<file path="config.mk">
export PLATFORM = sky130hd
export DESIGN_NAME = chrri_card_flat
export DESIGN_NICKNAME = d
export VERILOG_FILES = /design/src/inc/chrri_pkg.sv /design/src/inc/chrri_if.sv /design/src/core/chrri_sync.sv /design/src/core/chrri_card.sv /design/src/flat_wrapper.sv
export VERILOG_INCLUDE_DIRS = /design/src /design/src/inc
export SDC_FILE = /design/constraint.sdc
export NUM_CORES = 1
export LEC_CHECK = 0
export BUFFER_PORTS_ARGS = -buffer_cell sky130_fd_sc_hd__clkbuf_2
export CAP_MARGIN = 30
export CELL_PAD_IN_SITES_DETAIL_PLACEMENT = 1
export CELL_PAD_IN_SITES_GLOBAL_PLACEMENT = 1
export CORE_ASPECT_RATIO = 1.2
export CORE_MARGIN = 1.5
export CORE_UTILIZATION = 35
export CTS_BUF_LIST = sky130_fd_sc_hd__clkbuf_8
export DETAILED_ROUTE_END_ITERATION = 12
export PLACE_DENSITY = 0.72
export SLEW_MARGIN = 10
export SYNTH_ARGS = -nofsm -noshare
export SYNTH_HDL_FRONTEND = slang
export SYNTH_SLANG_ARGS = --single-unit
</file>
<file path="constraint.sdc">
create_clock -name mclk -period 1.8 [get_ports mclk]
set_clock_uncertainty 0.2 [all_clocks]
set_input_delay 0.18 -clock mclk [delete_from_list [all_inputs] [get_ports mclk]]
set_output_delay 0.18 -clock mclk [all_outputs]
set_load 0.02 [all_outputs]
</file>
<file path="src/inc/chrri_consts.svh">
`ifndef CHRRI_CONSTS_SVH
`define CHRRI_CONSTS_SVH
// Clock period of mclk
`define CHRRI_CLK_NS 10
// Internal power-up and reset processing time
`define CHRRI_INIT_NS 1000
`define CHRRI_INIT_CYC ((`CHRRI_INIT_NS + `CHRRI_CLK_NS - 1) / `CHRRI_CLK_NS)
// Width of a pulse-mode interrupt
`define CHRRI_IRQ_PULSE_NS 100
`define CHRRI_IRQ_CYC \
   ((`CHRRI_IRQ_PULSE_NS + `CHRRI_CLK_NS - 1) / `CHRRI_CLK_NS)
// Counter width for both timers
`define CHRRI_CNT_W 8
// Stages in each synchroniser
`define CHRRI_SYNC_STAGES 2
// Card synchroniser reset: reset pin reads high, so it arms only once low
`define CHRRI_CARD_SYNC_RST 4'hf
// Host synchroniser reset: card busy, no interrupt, no DMA request
`define CHRRI_HOST_SYNC_RST 4'h4
`endif

</file>
<file path="src/inc/chrri_pkg.sv">
package chrri_pkg;
   typedef enum logic [1:0] {
      CHRRI_MEM,
      CHRRI_IO,
      CHRRI_IDE
   } chrri_mode_e;
   typedef enum logic [1:0] {
      CHRRI_HELD,
      CHRRI_INIT,
      CHRRI_RUN
   } chrri_state_e;
   typedef logic [7:0] chrri_cnt_t;
endpackage : chrri_pkg

</file>
<file path="src/inc/chrri_if.sv">
`timescale 1ns/100ps
interface chrri_if;
   logic card_reset;
   logic ide_mode_select_n;
   logic attr_space_n;
   logic dma_acknowledge_n;
   logic ready;
   logic io_interrupt_request_n;
   logic ide_interrupt_line;
   logic dma_request_line;
   modport card (
      input card_reset,
      input ide_mode_select_n,
      input attr_space_n,
      input dma_acknowledge_n,
      output ready,
      output io_interrupt_request_n,
      output ide_interrupt_line,
      output dma_request_line
   );
   modport host (
      output card_reset,
      output ide_mode_select_n,
      output attr_space_n,
      output dma_acknowledge_n,
      input ready,
      input io_interrupt_request_n,
      input ide_interrupt_line,
      input dma_request_line
   );
endinterface : chrri_if

</file>
<file path="src/core/chrri_sync.sv">
`timescale 1ns/100ps
module chrri_sync #(
   parameter int W = 4
) (
   input wire logic mclk,
   input wire logic rst,
   input wire logic [W-1:0] d,
   input wire logic [W-1:0] rst_val,
   output logic [W-1:0] q
);
   logic [W-1:0] meta;
   // Two flops; only the second stage reads the first
   always_ff @(posedge mclk) begin
      if (rst) begin
         meta <= rst_val;
         q <= rst_val;
      end else begin
         meta <= d;
         q <= meta;
      end
   end
endmodule : chrri_sync

</file>
<file path="src/core/chrri_card.sv">
// Overview of operation
// Ready high when idle, low when busy
// Ready low until reset processing ends
// Host makes no access while busy
// Reset held from power-up disables pin reset
// I/O interrupt low pulse or low level
// IDE interrupt line is active high
// Attribute select high common, low attribute
// Host drives attribute select low for I/O
// Host acknowledges DMA request with low level
// Acknowledge ignored while no DMA active
// Non-DMA IDE host holds acknowledge high
// Reset high holds card in reset
// Initial reset always completes at power-up
// Soft reset bit also resets card
// IDE mode reset input is active low
// Host grounds mode select for IDE
// Non-DMA dual host may keep wiring
// Synchronise pin inputs before use
`timescale 1ns/100ps
`include "chrri_consts.svh"
module chrri_card (
   input wire logic mclk,
   input wire logic rst,
   chrri_if.card bus,
   input wire logic core_busy,
   input wire logic io_configured,
   input wire logic irq_pending,
   input wire logic irq_pulse_mode,
   input wire logic soft_reset_bit,
   input wire logic dma_req,
   input wire logic dma_active,
   output logic core_reset,
   output chrri_pkg::chrri_mode_e link_mode,
   output logic attr_space,
   output logic dma_ack
);
   import chrri_pkg::*;

   logic [3:0] pins_s;
   logic rst_pin_s;
   logic mode_sel_n_s;
   logic attr_n_s;
   logic dma_acknowledge_n_n_s;
   logic pin_armed;
   logic pin_reset;
   logic reset_req;
   logic init_done;
   logic irq_prev;
   logic irq_rise;
   logic run;
   logic is_ide;
   logic is_io;
   logic is_mem;
   chrri_state_e state;
   chrri_state_e next_state;
   chrri_mode_e next_mode;
   chrri_cnt_t init_cnt;
   chrri_cnt_t irq_cnt;

   // Pin inputs cross into mclk before any logic reads them
   chrri_sync #(
      .W(4)
   ) u_sync (
      .mclk(mclk),
      .rst(rst),
      .d({bus.card_reset, bus.ide_mode_select_n, bus.attr_space_n,
          bus.dma_acknowledge_n}),
      .rst_val(`CHRRI_CARD_SYNC_RST),
      .q(pins_s)
   );

   assign rst_pin_s = pins_s[3];
   assign mode_sel_n_s = pins_s[2];
   assign attr_n_s = pins_s[1];
   assign dma_acknowledge_n_n_s = pins_s[0];

   assign is_ide = (link_mode == CHRRI_IDE);
   assign is_io = (link_mode == CHRRI_IO);
   assign is_mem = (link_mode == CHRRI_MEM);
   assign run = (state == CHRRI_RUN);

   // Interface mode from the grounded select pin and I/O configuration
   always_comb begin
      if (!mode_sel_n_s) begin
         next_mode = CHRRI_IDE;
      end else if (io_configured) begin
         next_mode = CHRRI_IO;
      end else begin
         next_mode = CHRRI_MEM;
      end
   end

   always_ff @(posedge mclk) begin
      if (rst) begin
         link_mode <= CHRRI_MEM;
      end else begin
         link_mode <= next_mode;
      end
   end

   // Memory and I/O mode pin reset stays disabled until the pin has once been seen released
   always_ff @(posedge mclk) begin
      if (rst) begin
         pin_armed <= 1'b0;
      end else if (!rst_pin_s) begin
         pin_armed <= 1'b1;
      end
   end

   // Active high in memory and I/O modes, active low in IDE mode
   always_comb begin
      if (!mode_sel_n_s) begin
         pin_reset = !rst_pin_s;
      end else begin
         pin_reset = rst_pin_s && pin_armed;
      end
   end

   assign reset_req = pin_reset || soft_reset_bit;
   assign init_done = (init_cnt == chrri_cnt_t'(`CHRRI_INIT_CYC - 1));

   // Reset sequencing: held, then processing, then running
   always_comb begin
      next_state = state;
      unique case (state)
         CHRRI_HELD: begin
            if (!reset_req) begin
               next_state = CHRRI_INIT;
            end
         end
         CHRRI_INIT: begin
            if (reset_req) begin
               next_state = CHRRI_HELD;
            end else if (init_done) begin
               next_state = CHRRI_RUN;
            end
         end
         CHRRI_RUN: begin
            if (reset_req) begin
               next_state = CHRRI_HELD;
            end
         end
         default: begin
            next_state = CHRRI_HELD;
         end
      endcase
   end

   // Power-up always starts with one full reset processing
   always_ff @(posedge mclk) begin
      if (rst) begin
         state <= CHRRI_INIT;
      end else begin
         state <= next_state;
      end
   end

   always_ff @(posedge mclk) begin
      if (rst) begin
         init_cnt <= '0;
      end else if (state != CHRRI_INIT || next_state != CHRRI_INIT) begin
         init_cnt <= '0;
      end else begin
         init_cnt <= init_cnt + chrri_cnt_t'(1);
      end
   end

   always_ff @(posedge mclk) begin
      if (rst) begin
         core_reset <= 1'b1;
      end else begin
         core_reset <= (next_state != CHRRI_RUN);
      end
   end

   // Busy while reset or processing runs, or while the core is busy
   always_ff @(posedge mclk) begin
      if (rst) begin
         bus.ready <= 1'b0;
      end else begin
         bus.ready <= (next_state == CHRRI_RUN) && !core_busy;
      end
   end

   // Pulse-mode interrupt starts on a new pending request
   always_ff @(posedge mclk) begin
      if (rst) begin
         irq_prev <= 1'b0;
      end else begin
         irq_prev <= irq_pending;
      end
   end

   assign irq_rise = irq_pending && !irq_prev;

   always_ff @(posedge mclk) begin
      if (rst) begin
         irq_cnt <= '0;
      end else if (!run || !is_io || !irq_pulse_mode) begin
         irq_cnt <= '0;
      end else if (irq_rise) begin
         irq_cnt <= chrri_cnt_t'(`CHRRI_IRQ_CYC);
      end else if (irq_cnt != '0) begin
         irq_cnt <= irq_cnt - chrri_cnt_t'(1);
      end
   end

   // I/O interrupt: strobed low or held low, only once configured
   always_ff @(posedge mclk) begin
      if (rst) begin
         bus.io_interrupt_request_n <= 1'b1;
      end else if (!run || !is_io) begin
         bus.io_interrupt_request_n <= 1'b1;
      end else if (irq_pulse_mode) begin
         bus.io_interrupt_request_n <=
            !(irq_rise || irq_cnt > chrri_cnt_t'(1));
      end else begin
         bus.io_interrupt_request_n <= !irq_pending;
      end
   end

   always_ff @(posedge mclk) begin
      if (rst) begin
         bus.ide_interrupt_line <= 1'b0;
      end else begin
         bus.ide_interrupt_line <= run && is_ide && irq_pending;
      end
   end

   // Memory cycles: low selects attribute space, high common space
   always_ff @(posedge mclk) begin
      if (rst) begin
         attr_space <= 1'b0;
      end else begin
         attr_space <= run && is_mem && !attr_n_s;
      end
   end

   always_ff @(posedge mclk) begin
      if (rst) begin
         bus.dma_request_line <= 1'b0;
      end else begin
         bus.dma_request_line <= run && is_ide && dma_req;
      end
   end

   // Acknowledge counts only while a DMA operation is active
   always_ff @(posedge mclk) begin
      if (rst) begin
         dma_ack <= 1'b0;
      end else begin
         dma_ack <= run && is_ide && dma_active && !dma_acknowledge_n_n_s;
      end
   end
endmodule : chrri_card

</file>
<file path="src/flat_wrapper.sv">
// flat-port wrapper written by rule: the top's interface ports become plain ports
module chrri_card_flat import chrri_pkg::*;
  (mclk, rst, core_busy, io_configured, irq_pending, irq_pulse_mode, soft_reset_bit, dma_req, dma_active, core_reset, link_mode, attr_space, dma_ack, bus_card_reset, bus_ide_mode_select_n, bus_attr_space_n, bus_dma_acknowledge_n, bus_ready, bus_io_interrupt_request_n, bus_ide_interrupt_line, bus_dma_request_line);
  chrri_if bus_i ();
  input wire logic mclk;
  input wire logic rst;
  input wire logic core_busy;
  input wire logic io_configured;
  input wire logic irq_pending;
  input wire logic irq_pulse_mode;
  input wire logic soft_reset_bit;
  input wire logic dma_req;
  input wire logic dma_active;
  output logic core_reset;
  output chrri_pkg::chrri_mode_e link_mode;
  output logic attr_space;
  output logic dma_ack;
  input wire logic [$bits(bus_i.card_reset)-1:0] bus_card_reset;
  input wire logic [$bits(bus_i.ide_mode_select_n)-1:0] bus_ide_mode_select_n;
  input wire logic [$bits(bus_i.attr_space_n)-1:0] bus_attr_space_n;
  input wire logic [$bits(bus_i.dma_acknowledge_n)-1:0] bus_dma_acknowledge_n;
  output wire logic [$bits(bus_i.ready)-1:0] bus_ready;
  output wire logic [$bits(bus_i.io_interrupt_request_n)-1:0] bus_io_interrupt_request_n;
  output wire logic [$bits(bus_i.ide_interrupt_line)-1:0] bus_ide_interrupt_line;
  output wire logic [$bits(bus_i.dma_request_line)-1:0] bus_dma_request_line;
  assign bus_i.card_reset = bus_card_reset;
  assign bus_i.ide_mode_select_n = bus_ide_mode_select_n;
  assign bus_i.attr_space_n = bus_attr_space_n;
  assign bus_i.dma_acknowledge_n = bus_dma_acknowledge_n;
  assign bus_ready = bus_i.ready;
  assign bus_io_interrupt_request_n = bus_i.io_interrupt_request_n;
  assign bus_ide_interrupt_line = bus_i.ide_interrupt_line;
  assign bus_dma_request_line = bus_i.dma_request_line;
  chrri_card u_core (.mclk(mclk), .rst(rst), .bus(bus_i), .core_busy(core_busy), .io_configured(io_configured), .irq_pending(irq_pending), .irq_pulse_mode(irq_pulse_mode), .soft_reset_bit(soft_reset_bit), .dma_req(dma_req), .dma_active(dma_active), .core_reset(core_reset), .link_mode(link_mode), .attr_space(attr_space), .dma_ack(dma_ack));
endmodule
</file>
==> metrics.md <==
| Metric | Value |
|---|---|
| WS Path Type | reg2reg |
| Syn-to-layout area delta | 36.9% |
| Worst path cell trace | inv_4 > ha_4 > or3b_4 > or4_4 > a211oi_2 |
| Synthesized net count | 155 |
| Setup ws final | 0.00389 ns |
| Register area share after synthesis | 52.3% |
| Synth Warn # | 0 |
| Yosys top cell by area | dfxtp_1 |
| Critical path's largest stage delay | 0.42 ns |
| Routed WL | 3.53 mm |
| RSZ-0062 raised after global routing | true |
| GP Congestion | 0.820 |
| Fmax | 557 MHz |
| Avg WL per Cell | 14.5 microns |
| Slew Viols, Final | 0 |
| Drt drc | 0 |
| Critical Path End Type | register |
| CTS sink cnt | 37 |
| CTS Buffer Depth | 2 |
| Critical path origin | u_core.irq_cnt[0]$_SDFFE_PP0P_ |
| Worst slew margin relative to its limit | 65.8% |
| First-pass GRT wire length | 5.71 mm |
| Non-filler cells, final | 243 |
| CTS H-tree lvls | 2 |
| Leakage | 0.772 nW |
| Status | finished, final reports clean |
| IO Count | 22 |
| Synth Instances | 139 |
| Post-placement cell count | 220 |
| Worst-Skew Late Latency | 0.29 ns |
| Port bufs | 21 |
| Vias post-DR | 1214 |
| Final core utilization | 49.6% |
| CTS root buf | clkbuf_8 |
| Fill cell count | 462 |
| # diodes | 0 |
| Peak VDD IR | 0.000369 V |
| NumNets Final | 205 |
| Final min period | 1.80 ns |
| Post-place setup slack | -0.0461 ns |
| Initial core utilization | 36.3% |
| Largest net degree at the start of global routing | 12 |
| Layout cells sized above 1 | 37.6% |
| Vias in the first global route | 1303 |
| Worst-path clk slew | 0.07 ns |
| Hold Path Class | in2reg |
| Netlist Area Pre-Place | 1420 sq um |
| Die Y | 72.7 microns |
| Site Rows | 25 |
| WP data required | 1.82 ns |
| Congestion Overflow GR | 0 |
| CP max FO | 6 |
| First-pass DRT Iterations | 4 |
| Hold wc startpoint | soft_reset_bit |
| 1st-iter DRT viols | 56 |
| Final worst path period share | 99.8% |
| Chip Width | 61.1 microns |
| CP max-delay cell | or4_4 |
| Placeable Area | 3910 sq um |
| Yosys cell types | 37 |
| Cell Pwr Density | 779 nW/um^2 |
| Worst R2R Path Depth | 5 |
| Placed wire-length estimate | 2.42 mm |
| Worst path arrival time | 1.81 ns |
| Post-synthesis register bit count | 37 |
| Vias per cell | 5.00 |
| Initial antenna violation count | 0 |
| Synth top area share | 52.3% |
| Synth area leaders | dfxtp_1, or2_2, nor3_1, a211oi_1, ha_1 |
| CTS tree | yes |
| Final hold viol count | 0 |
| DIE AREA | 4440 sq um |
| Tot GR Track Use | 17.4% |
| R2r startpoint | u_core.irq_cnt[0]$_SDFFE_PP0P_ |
| Worst Max-Slew Pin Slew | 0.505 ns |
| Max-cap violations | 0 |
| Logic depth of the worst path, buffers included | 5 |
| Setup violators final | 0 |
| Crit path max-delay family | simple AND/OR/NAND/NOR gates |
| CP Launch Type | register |
| Average cell area after synthesis | 10.2 sq um |
| CTS Buf Count | 5 |
| Crit path buffers/inverters | 1 |
| Hold-critical path depth | 4 |
| Post-route ant nets | 0 |
-- what timing repair did --
| item | CTS | global route |
|---|---|---|
| gates cloned | 0 | 0 |
| endpoints found under the setup margin | 3 | 10 |
| buffers inserted | 1 | 3 |
| hold endpoints to repair | 13 | 0 |
| hold buffers | 12 | 0 |
| gates resized for setup | 4 | 9 |
| pin swaps | 0 | 3 |
-- metal layers --
metal	GRT usage, %	wire (microns)	vias to the layer above
met5	0	0	-
met4	7.97	85	0
li1	-	-	602
met1	16.6	1330	581
met3	4.79	93	10
met2	33.0	2020	21
-- sequential cells by signal, summed over array words and instances, names as in the netlist --
| signal | count |
|---|---|
| u_core.core_reset | 1 |
| u_core.u_sync.q | 4 |
| u_core.irq_cnt | 8 |
| u_core.link_mode | 2 |
| u_core.irq_prev | 1 |
| u_core.bus.ready | 1 |
| u_core.init_cnt | 8 |
| u_core.dma_ack | 1 |
| u_core.bus.dma_request_line | 1 |
| u_core.u_sync.meta | 4 |
| u_core.state | 2 |
| u_core.bus.ide_interrupt_line | 1 |
| u_core.pin_armed | 1 |
| u_core.bus.io_interrupt_request_n | 1 |
| u_core.attr_space | 1 |
-- worst paths after layout --
path	endpoint	slack, ns
min reg2reg	u_core.attr_space$_SDFF_PP0_	0.20
max	u_core.irq_cnt[6]$_SDFFE_PP0P_	0.004
max reg2reg	u_core.irq_cnt[6]$_SDFFE_PP0P_	0.004
min	u_core.bus.ready$_SDFF_PP0_	0.06
-- power breakdown --
group          internal, mW  switching (mW)  total [mW]  leakage (nW)
clock network         0.303           0.285       0.588        0.0433
logic                0.0449          0.0363      0.0811         0.425
registers             0.833         0.00995       0.843         0.303
total                  1.18           0.331        1.51         0.772
-- final cells by class --
cell class | instances | area [sq um] | share of cell area (%)
Clock buffer | 6 | 82.6 | 4.26
Clock inverter | 1 | 7.51 | 0.387
Inverter | 5 | 21.3 | 1.10
Multi-Input combinational cell | 94 | 692 | 35.7
Sequential cell | 37 | 747 | 38.5
Tap cell | 54 | 67.6 | 3.48
Timing Repair Buffer | 46 | 323 | 16.6
-- cells in the final DEF (no fill, tap or decap), types with 3 or more instances in the layout --
master and count:
dfxtp_1 34, clkbuf_2 21, buf_4 13, dlygate4sd3_1 12, or2_2 9, nor3_1 9, nand3_1 6, clkbuf_8 6
or3_1 5, o21ai_0 5, or4_4 4, a211oi_2 4, inv_1 3, nor2_1 3, nand2_1 3, a211oi_1 3
xor2_1 3
-- through the flow --
| step | cell area, sq um | setup TNS (ns) | total power, mW | hold WS, ns |
|---|---|---|---|---|
| global route | 1940 | -0.0774 | 1.59 | 0.0667 |
| CTS | 1890 | -0.0231 | 1.53 | 0.0442 |
| detailed placement | 1650 | -0.0612 | 0.923 | 0.163 |
| floorplan | 1430 | -0.0527 | 0.890 | 0.0446 |
| finish | 1940 | 0 | 1.51 | 0.0555 |
| global placement | 1650 | 0 | 0.919 | 0.162 |
-- kinds of logic (layout without fill, tap and decap cells) --
kind of cell | after synthesis | in the layout | synth area share (%)
AO/OA/AOI/OAI | 25 | 25 | 12.7
adder cells (fa/ha/maj) | 3 | 3 | 2.65
buffers and inverters | 8 | 58 | 2.65
XOR/XNOR | 5 | 5 | 3.09
AND/OR/NAND/NOR | 61 | 61 | 26.7
flip-flops | 37 | 37 | 52.3
-- worst register-to-register path: stages (launching register included) --
cell and delay, ns:
dfxtp_4 0.37, inv_4 0.06, ha_4 0.14, or3b_4 0.37
or4_4 0.42, a211oi_2 0.17
-- cell usage after synthesis, drive strengths merged --
cell type and instances:
a211oi 7, a21o 1, a21oi 2, a31o 1, a31oi 1, and2 2
and3b 2, buf 1, clkbuf 2, dfxtp 37, ha 3, inv 5
nand2 3, nand2b 2, nand3 6, nand4 1, nand4b 2, nor2 4
nor2b 2, nor3 10, nor3b 2, nor4 2, nor4b 2, o211a 1
o211ai 1, o21ai 6, o21bai 2, o31ai 3, or2 9, or3 6
or3b 1, or4 5, xnor2 2, xor2 3
(Power assumes the default switching activity.)
